`src/verilog/ccd_pkg.sv`:
```
package ccd_pkg;
    // register byte addresses
    localparam logic [31:0] CB1_ADDR = 32'h4f00_0028;
    localparam logic [31:0] CB2_ADDR = 32'h4f00_002c;
    localparam logic [31:0] CB3_ADDR = 32'h4f00_0030;
    localparam logic [31:0] CB4_ADDR = 32'h4f00_0034;
    localparam logic [31:0] CR1_ADDR = 32'h4f00_0038;
    localparam logic [31:0] CR2_ADDR = 32'h4f00_003c;
    localparam logic [31:0] CR3_ADDR = 32'h4f00_0040;
    localparam logic [31:0] CR4_ADDR = 32'h4f00_0044;
    localparam logic [31:0] FMT_ADDR = 32'h4f00_0048;
    localparam logic [31:0] STAT_ADDR = 32'h4f00_00f0;

    localparam logic [31:0] BASE_RESET = 32'h0000_0000;
    localparam logic [31:0] FMT_RESET = 32'h0000_0000;
    // writable bits of the format register; 29 and 13 are reserved
    localparam logic [31:0] FMT_WMASK = 32'hdfff_dfff;

    // format register fields
    localparam int IN_SEL_BIT = 31;
    localparam int OUT_SEL_BIT = 30;
    localparam int WIDTH_LSB = 16;
    localparam int ORIENT_LSB = 14;
    localparam int HEIGHT_LSB = 0;
    localparam int DIM_W = 13;

    // status register fields
    localparam int STAT_SLOT_LSB = 0;
    localparam int STAT_BUSY_BIT = 2;
    localparam int STAT_CNT_LSB = 8;

    // orientation codes; bit 0 flips rows, bit 1 flips columns
    localparam logic [1:0] ORI_NORMAL = 2'h0;
    localparam logic [1:0] ORI_X_MIRROR = 2'h1;
    localparam logic [1:0] ORI_Y_MIRROR = 2'h2;
    localparam logic [1:0] ORI_ROT180 = 2'h3;
    localparam int ORI_ROW_BIT = 0;
    localparam int ORI_COL_BIT = 1;

    // chroma samples are half the luma width, four per word
    localparam int WORD_SHIFT = 3;
    localparam int BYTE_SHIFT = 2;
    localparam int NUM_SLOTS = 4;

    typedef enum logic {CCD_IDLE, CCD_RUN} ccd_state_e;

    typedef struct packed {
        logic is_cr;
        logic [31:0] data;
    } ccd_chroma_s;

    typedef struct packed {
        logic [31:0] addr;
        logic [31:0] data;
    } ccd_wreq_s;

    typedef struct packed {
        logic in_422;
        logic out_422;
        logic [DIM_W-1:0] width;
        logic [1:0] orient;
        logic [DIM_W-1:0] height;
    } ccd_fmt_s;
endpackage
```
`src/verilog/ccd_chroma_dma.sv`:
```
// The APB register port is this design's own decision.
`timescale 1ns/1ps
module ccd_chroma_dma
(
    input wire logic pclk,
    input wire logic presetn,
    input wire logic [31:0] paddr,
    input wire logic psel,
    input wire logic penable,
    input wire logic pwrite,
    input wire logic [31:0] pwdata,
    output logic [31:0] prdata,
    output logic pready,
    output logic pslverr,
    input wire logic frame_start,
    input wire logic c_valid,
    input wire ccd_pkg::ccd_chroma_s c_word,
    output logic c_ready,
    output logic mem_valid,
    output ccd_pkg::ccd_wreq_s mem_req,
    input wire logic mem_ready,
    output logic [1:0] frame_slot,
    output logic decimate_en,
    output logic out_422,
    output logic frame_done
);
    logic [31:0] cb_base_q [ccd_pkg::NUM_SLOTS];
    logic [31:0] cr_base_q [ccd_pkg::NUM_SLOTS];
    logic [31:0] fmt_q;
    logic [1:0] slot_q;
    logic started_q;
    logic [7:0] frame_cnt_q;
    ccd_pkg::ccd_state_e state_q;
    ccd_pkg::ccd_fmt_s run_q;
    logic [31:0] run_base_q [2];
    logic [ccd_pkg::DIM_W-1:0] line_q [2];
    logic [ccd_pkg::DIM_W-1:0] word_q [2];
    logic [1:0] pdone_q;
    logic [ccd_pkg::DIM_W-1:0] lines_run;
    logic [ccd_pkg::DIM_W-1:0] words_run;
    logic [ccd_pkg::DIM_W-1:0] lines_new;
    logic [ccd_pkg::DIM_W-1:0] words_new;
    ccd_pkg::ccd_fmt_s fmt_new;
    logic [1:0] slot_nxt;
    logic accept;
    logic plane;
    logic mem_valid_d;
    logic run_d;
    logic last_word;
    logic last_line;
    logic [31:0] rd_val;
    logic rd_err;

    function automatic ccd_pkg::ccd_fmt_s unpack_fmt(input logic [31:0] r);
        ccd_pkg::ccd_fmt_s f;
        f.in_422 = r[ccd_pkg::IN_SEL_BIT];
        f.out_422 = r[ccd_pkg::OUT_SEL_BIT];
        f.width = r[ccd_pkg::WIDTH_LSB +: ccd_pkg::DIM_W];
        f.orient = r[ccd_pkg::ORIENT_LSB +: 2];
        f.height = r[ccd_pkg::HEIGHT_LSB +: ccd_pkg::DIM_W];
        return f;
    endfunction

    // stored chroma lines: full height for 4:2:2, half for 4:2:0
    function automatic logic [ccd_pkg::DIM_W-1:0] chroma_lines(input ccd_pkg::ccd_fmt_s f);
        return f.out_422 ? f.height : (f.height >> 1);
    endfunction

    function automatic logic [ccd_pkg::DIM_W-1:0] chroma_words(input ccd_pkg::ccd_fmt_s f);
        return f.width >> ccd_pkg::WORD_SHIFT;
    endfunction

    // word address after orientation; rows and columns flip independently
    function automatic logic [31:0] word_addr(
        input logic [31:0] base,
        input logic [ccd_pkg::DIM_W-1:0] line,
        input logic [ccd_pkg::DIM_W-1:0] word,
        input logic [ccd_pkg::DIM_W-1:0] lines,
        input logic [ccd_pkg::DIM_W-1:0] words,
        input logic [1:0] orient
    );
        logic [31:0] row, col;
        row = orient[ccd_pkg::ORI_ROW_BIT] ? 32'(lines - line - 13'h1) : 32'(line);
        col = orient[ccd_pkg::ORI_COL_BIT] ? 32'(words - word - 13'h1) : 32'(word);
        return base + ((row * 32'(words) + col) << ccd_pkg::BYTE_SHIFT);
    endfunction

    assign fmt_new = ccd_pkg::ccd_fmt_s'(unpack_fmt(fmt_q));
    assign lines_new = chroma_lines(fmt_new);
    assign words_new = chroma_words(fmt_new);
    assign lines_run = chroma_lines(run_q);
    assign words_run = chroma_words(run_q);
    assign slot_nxt = started_q ? slot_q + 2'h1 : slot_q;
    assign plane = c_word.is_cr;
    assign accept = c_valid && c_ready;
    assign last_word = word_q[plane] == words_run - 13'h1;
    assign last_line = line_q[plane] == lines_run - 13'h1;
    assign mem_valid_d = accept || (mem_valid && !mem_ready);

    always_comb
    begin
        run_d = state_q == ccd_pkg::CCD_RUN;
        if (frame_start)
        begin
            run_d = lines_new != '0 && words_new != '0;
        end
        else if (accept && last_word && last_line && pdone_q[!plane])
        begin
            run_d = 1'b0;
        end
    end

    always_comb
    begin
        rd_err = 1'b0;
        rd_val = '0;
        case (paddr)
            ccd_pkg::CB1_ADDR: rd_val = cb_base_q[0];
            ccd_pkg::CB2_ADDR: rd_val = cb_base_q[1];
            ccd_pkg::CB3_ADDR: rd_val = cb_base_q[2];
            ccd_pkg::CB4_ADDR: rd_val = cb_base_q[3];
            ccd_pkg::CR1_ADDR: rd_val = cr_base_q[0];
            ccd_pkg::CR2_ADDR: rd_val = cr_base_q[1];
            ccd_pkg::CR3_ADDR: rd_val = cr_base_q[2];
            ccd_pkg::CR4_ADDR: rd_val = cr_base_q[3];
            ccd_pkg::FMT_ADDR: rd_val = fmt_q;
            ccd_pkg::STAT_ADDR:
            begin
                rd_val[ccd_pkg::STAT_SLOT_LSB +: 2] = slot_q;
                rd_val[ccd_pkg::STAT_BUSY_BIT] = state_q == ccd_pkg::CCD_RUN;
                rd_val[ccd_pkg::STAT_CNT_LSB +: 8] = frame_cnt_q;
            end
            default: rd_err = 1'b1;
        endcase
    end

    // answer one cycle after setup: zero wait states
    always_ff @(posedge pclk or negedge presetn)
    begin
        if (!presetn)
        begin
            pready <= 1'b0;
            pslverr <= 1'b0;
            prdata <= '0;
        end
        else
        begin
            pready <= psel && !penable;
            if (psel && !penable)
            begin
                pslverr <= rd_err;
                prdata <= pwrite ? '0 : rd_val;
            end
        end
    end

    always_ff @(posedge pclk or negedge presetn)
    begin
        if (!presetn)
        begin
            cb_base_q <= '{default: ccd_pkg::BASE_RESET};
            cr_base_q <= '{default: ccd_pkg::BASE_RESET};
            fmt_q <= ccd_pkg::FMT_RESET;
        end
        else if (psel && penable && pready && pwrite)
        begin
            case (paddr)
                ccd_pkg::CB1_ADDR: cb_base_q[0] <= pwdata;
                ccd_pkg::CB2_ADDR: cb_base_q[1] <= pwdata;
                ccd_pkg::CB3_ADDR: cb_base_q[2] <= pwdata;
                ccd_pkg::CB4_ADDR: cb_base_q[3] <= pwdata;
                ccd_pkg::CR1_ADDR: cr_base_q[0] <= pwdata;
                ccd_pkg::CR2_ADDR: cr_base_q[1] <= pwdata;
                ccd_pkg::CR3_ADDR: cr_base_q[2] <= pwdata;
                ccd_pkg::CR4_ADDR: cr_base_q[3] <= pwdata;
                ccd_pkg::FMT_ADDR: fmt_q <= pwdata & ccd_pkg::FMT_WMASK;
                default: ;
            endcase
        end
    end

    always_ff @(posedge pclk or negedge presetn)
    begin
        if (!presetn)
        begin
            decimate_en <= 1'b1;
            out_422 <= 1'b0;
        end
        else
        begin
            decimate_en <= !fmt_q[ccd_pkg::IN_SEL_BIT];
            out_422 <= fmt_q[ccd_pkg::OUT_SEL_BIT];
        end
    end

    always_ff @(posedge pclk or negedge presetn)
    begin
        if (!presetn)
        begin
            slot_q <= '0;
            started_q <= 1'b0;
            frame_slot <= '0;
        end
        else
        begin
            if (frame_start)
            begin
                slot_q <= slot_nxt;
                started_q <= 1'b1;
                frame_slot <= slot_nxt;
            end
        end
    end

    // config and bases latched at frame start for the DMA; decimate_en and out_422 follow fmt_q, so a mid-frame format write changes them
    always_ff @(posedge pclk or negedge presetn)
    begin
        if (!presetn)
        begin
            run_q <= '0;
            run_base_q <= '{default: ccd_pkg::BASE_RESET};
        end
        else if (frame_start)
        begin
            run_q <= fmt_new;
            run_base_q <= '{cb_base_q[slot_nxt], cr_base_q[slot_nxt]};
        end
    end

    // line and word counting per plane
    always_ff @(posedge pclk or negedge presetn)
    begin
        if (!presetn)
        begin
            line_q <= '{default: '0};
            word_q <= '{default: '0};
            pdone_q <= '0;
        end
        else if (frame_start)
        begin
            line_q <= '{default: '0};
            word_q <= '{default: '0};
            pdone_q <= '0;
        end
        else if (accept)
        begin
            if (last_word)
            begin
                word_q[plane] <= '0;
                if (last_line)
                begin
                    pdone_q[plane] <= 1'b1;
                end
                else
                begin
                    line_q[plane] <= line_q[plane] + 13'h1;
                end
            end
            else
            begin
                word_q[plane] <= word_q[plane] + 13'h1;
            end
        end
    end

    always_ff @(posedge pclk or negedge presetn)
    begin
        if (!presetn)
        begin
            state_q <= ccd_pkg::CCD_IDLE;
            frame_done <= 1'b0;
            frame_cnt_q <= '0;
        end
        else
        begin
            frame_done <= 1'b0;
            case (state_q)
                ccd_pkg::CCD_IDLE:
                begin
                    if (run_d)
                    begin
                        state_q <= ccd_pkg::CCD_RUN;
                    end
                end
                ccd_pkg::CCD_RUN:
                begin
                    if (!run_d)
                    begin
                        state_q <= ccd_pkg::CCD_IDLE;
                        frame_done <= 1'b1;
                        frame_cnt_q <= frame_cnt_q + 8'h1;
                    end
                end
                default: state_q <= ccd_pkg::CCD_IDLE;
            endcase
        end
    end

    // one word in flight: halves throughput but keeps c_ready a flop
    always_ff @(posedge pclk or negedge presetn)
    begin
        if (!presetn)
        begin
            c_ready <= 1'b0;
            mem_valid <= 1'b0;
            mem_req <= '0;
        end
        else
        begin
            mem_valid <= mem_valid_d;
            c_ready <= run_d && !mem_valid_d && !frame_start;
            if (accept)
            begin
                mem_req.addr <= word_addr(run_base_q[plane], line_q[plane], word_q[plane],
                    lines_run, words_run, run_q.orient);
                mem_req.data <= run_q.orient[ccd_pkg::ORI_COL_BIT] ?
                    {c_word.data[7:0], c_word.data[15:8], c_word.data[23:16],
                    c_word.data[31:24]} : c_word.data;
            end
        end
    end
endmodule

```
`config.mk`:
```
export PLATFORM = sky130hd
export DESIGN_NAME = ccd_chroma_dma
export DESIGN_NICKNAME = d
export VERILOG_FILES = /design/src/verilog/ccd_pkg.sv /design/src/verilog/ccd_chroma_dma.sv
export SDC_FILE = /design/constraint.sdc
export NUM_CORES = 2
export LEC_CHECK = 0
export BUFFER_PORTS_ARGS = -buffer_cell sky130_fd_sc_hd__buf_4
export CAP_MARGIN = 5
export CORE_MARGIN = 3
export CORE_UTILIZATION = 25
export CTS_CLUSTER_DIAMETER = 80
export DETAILED_ROUTE_END_ITERATION = 10
export PLACE_DENSITY = 0.47
export SYNTH_ARGS = -nofsm -noshare
export SYNTH_HDL_FRONTEND = slang
export SYNTH_SLANG_ARGS = --single-unit
```
`constraint.sdc`:
```
create_clock -name pclk -period 17.6 [get_ports pclk]
set_input_delay 3.52 -clock pclk [delete_from_list [all_inputs] [get_ports pclk]]
set_output_delay 3.52 -clock pclk [all_outputs]
set_load 0.05 [all_outputs]
```
==> run_results.csv <==
group,metric,value,unit
global_route,grt_pass1_wl,176.2,mm
routing,ant_nets,0,
worst_setup_path,end_kind,"flip-flop",
sta,tightest_slew,1.170,ns
yosys,netlist_instances,3169,
yosys,synth-edff-count,0,
worst_setup_path,worst_setup_path_start_kind,"input port",
worst_setup_path,path_delay_family,"adder cells",
clock_network,cts_setup_buffers,0,
clock_network,cts-buffers-inserted,70,
clock_network,root_buffer,"clkbuf_16",
routing,route.vias.total,26030,
yosys,yosys.area.top_type,"dfrtp_1",
finish,fin_nets,3726,
place,hpwl,79.57,mm
sta,setup_viol,0,
worst_setup_path,crit_fanout,33,
clock_network,clk_pin_slew,0.06,ns
yosys,synth_area,0.03558,mm2
global_route,antenna_found_initial,8,
sta,fin_skew,0.04834,ns
yosys,syn_area_per_cell,11.23,um2
routing,drt-initial-drc-count,1822,
yosys,synth_area_leaders,"dfrtp_1 38%, mux2_2 13%, fa_1 9.3%, mux4_2 4.1%, ha_1 3.8%",
clock_network,tritoncts,"yes",
clock_network,cts.repair.resized,0,
routing,first_pass_iters,8,
clock_network,insertion_delay,0.66,ns
floorplanning,initial_core_util,0.2535,
sta,fin_crit_sh,0.7920,
clock_network,cts_buffer_depth,3,
place,placed_area,0.03946,mm2
worst_setup_path,reg2reg_depth,40,
floorplanning,placementRows,137,
yosys,synthTopCellsByCount,"544 x dfrtp_1, 420 x mux2_2, 228 x inv_1",
worst_setup_path,crit_buf_inv,4,
worst_setup_path,crit_top_cell,"fa_1",
routing,wire_per_inst,21.95,um
worst_setup_path,critical_path_depth,38,
yosys,synth-main-ff-cell,"dfrtp_1",
sta,relSlewSlack,0.1975,
yosys,synth_top_area_share,0.3826,
global_route,grt_overflow,0,
global_route,grt_max_degree,162,
yosys,async_reset_ff_frac,1.000,
floorplanning,pin_count,210,
sta,hold_violations,0,
worst_setup_path,cp_slowest_cell,"mux2i_1",
finish,syn_to_final_growth,17.50,%
floorplanning,die_area,0.1469,mm2
min_path,min_path_cells,2,
floorplanning,die_h,383.3,um
power,peakVddDrop,0.1042,mV
clock_network,htree_levels,3,
yosys,ys_seq_elements,545,
yosys,seq_area_frac_synth,0.3833,
finish,drive_above_1_share,0.2708,
global_route,track_usage,0.1573,
status,outcome,"complete, no violations",
power,power.density,73.00,mW/mm2
floorplanning,die_x,383.3,um
routing,routed_via_density,4.930,
worst_setup_path,crit_arrival,14.52,ns
sta,rsz0062_at_grt,"false",
worst_setup_path,cp.required,18.18,ns
job,cap_violations,0,
worst_setup_path,reg2reg_slack,6.52,ns
global_route,grt_pass1_vias,26810,
yosys,syn-num-nets,3547,
finish,final_area,0.04181,mm2
worst_setup_path,cpPeakStageDelay,0.85,ns
yosys,post-synth-top-count-cell,"dfrtp_1",
sta,period_minus_slack,13.94,ns
yosys,yosysWarningCount,0,
place,gp_congestion,0.8177,
sta,maxSlewViolCount,0,
sta,setup_tns,0,ns
power,leakagePower,19.84,nW
clock_network,hold_buffers,0,
min_path,hp-class,"reg2reg",
sta,fmax,71.74,MHz
clock_network,cts_sinks,545,
routing,drt-total-wl,115.9,mm
place,io_buffer_count,209,
floorplanning,coreArea,0.1404,mm2
worst_setup_path,setup.worst_path.class,"in2reg",
routing,drc,0,
yosys,ys_types,91,
[per-stage QoR]
stage	std cells	hold slack [ns]	util	setup WS, ns	power, W
6_report	5279	0.4633	0.2978	3.661	0.003052
5_1_grt	5277	0.4963	0.2978	3.062	0.003159
4_1_cts	5277	0.4712	0.2978	3.776	0.003103
3_5_place_dp	5152	0.4592	0.2811	3.106	0.001618
3_3_place_gp	5152	0.4544	0.2811	3.212	0.001618
2_1_floorplan	3169	0.3771	-	4.108	0.001473
[power by group]
| group | switching (W) | internal [W] |
|---|---|---|
| Clock | 0.000605 | 0.000859 |
| Sequential | 0.0000102 | 0.00126 |
| Combinational | 0.000208 | 0.000114 |
[flip-flops by register name, indices dropped and copies added, names as in the netlist, 30 cells and up]
signal	flops
run_base_q	64
cr_base_q	128
cb_base_q	128
mem_req	64
prdata	32
fmt_q	30
[cells by family (layout without fill, tap and decap cells)]
logic type | count (synthesis) | count (layout) | share of synthesized area
other cells | 0 | 2 | 0
xor+xnor | 132 | 132 | 0.03369
compound gates | 519 | 519 | 0.1043
fa+ha+maj | 273 | 273 | 0.1310
simple gates | 722 | 722 | 0.1026
mux | 582 | 582 | 0.2020
flops | 545 | 545 | 0.3833
buf+inv | 396 | 628 | 0.04308
[worst paths after layout]
check                             from        endpoint
max in group asynchronous      presetn       run_q[14]
min reg2reg                mem_req[41]     mem_req[41]
min in group asynchronous      presetn  cb_base_q[119]
max                         c_word[32]     mem_req[63]
min                        mem_req[41]     mem_req[41]
max reg2reg                  run_q[28]     mem_req[63]
[metal layers]
| metal | vias to the layer above | part of all wire | track usage |
|---|---|---|---|
| met5 | - | 0.00035 | 0 |
| met2 | 706 | 0.44 | 0.2417 |
| met4 | 6 | 0.015 | 0.03225 |
| li1 | 11780 | - | - |
| met3 | 115 | 0.056 | 0.02654 |
| met1 | 13420 | 0.49 | 0.2312 |
[cell type report]
class,instances,area [um2]
diodes,2,5.005
clock buffers,98,2031
clock inverters,27,310.3
fillers,14560,98580
inverters,230,863.3
multi-input cells,2228,20540
flip-flops and latches,545,13640
well taps,1876,2347
repair buffers,273,2073
[tightest hold or removal path: cells and delay by family, from the launching register on]
family | cells | cell delay, ns
AND/OR/NAND/NOR | 2 | 0.10
flip-flops | 1 | 0.34
[layout by cell type (no fill, tap or decap), drive strengths merged, types with 44 or more instances in the layout]
master,count
a21oi,75
a22oi,95
and2,67
buf,273
clkbuf,98
dfrtp,544
fa,166
ha,107
inv,234
mux2,421
mux2i,97
mux4,64
nand2,218
nand3,75
nand4,44
nor2,114
o21ai,119
xnor2,92
No activity file was read; power rests on OpenSTA's default activity.
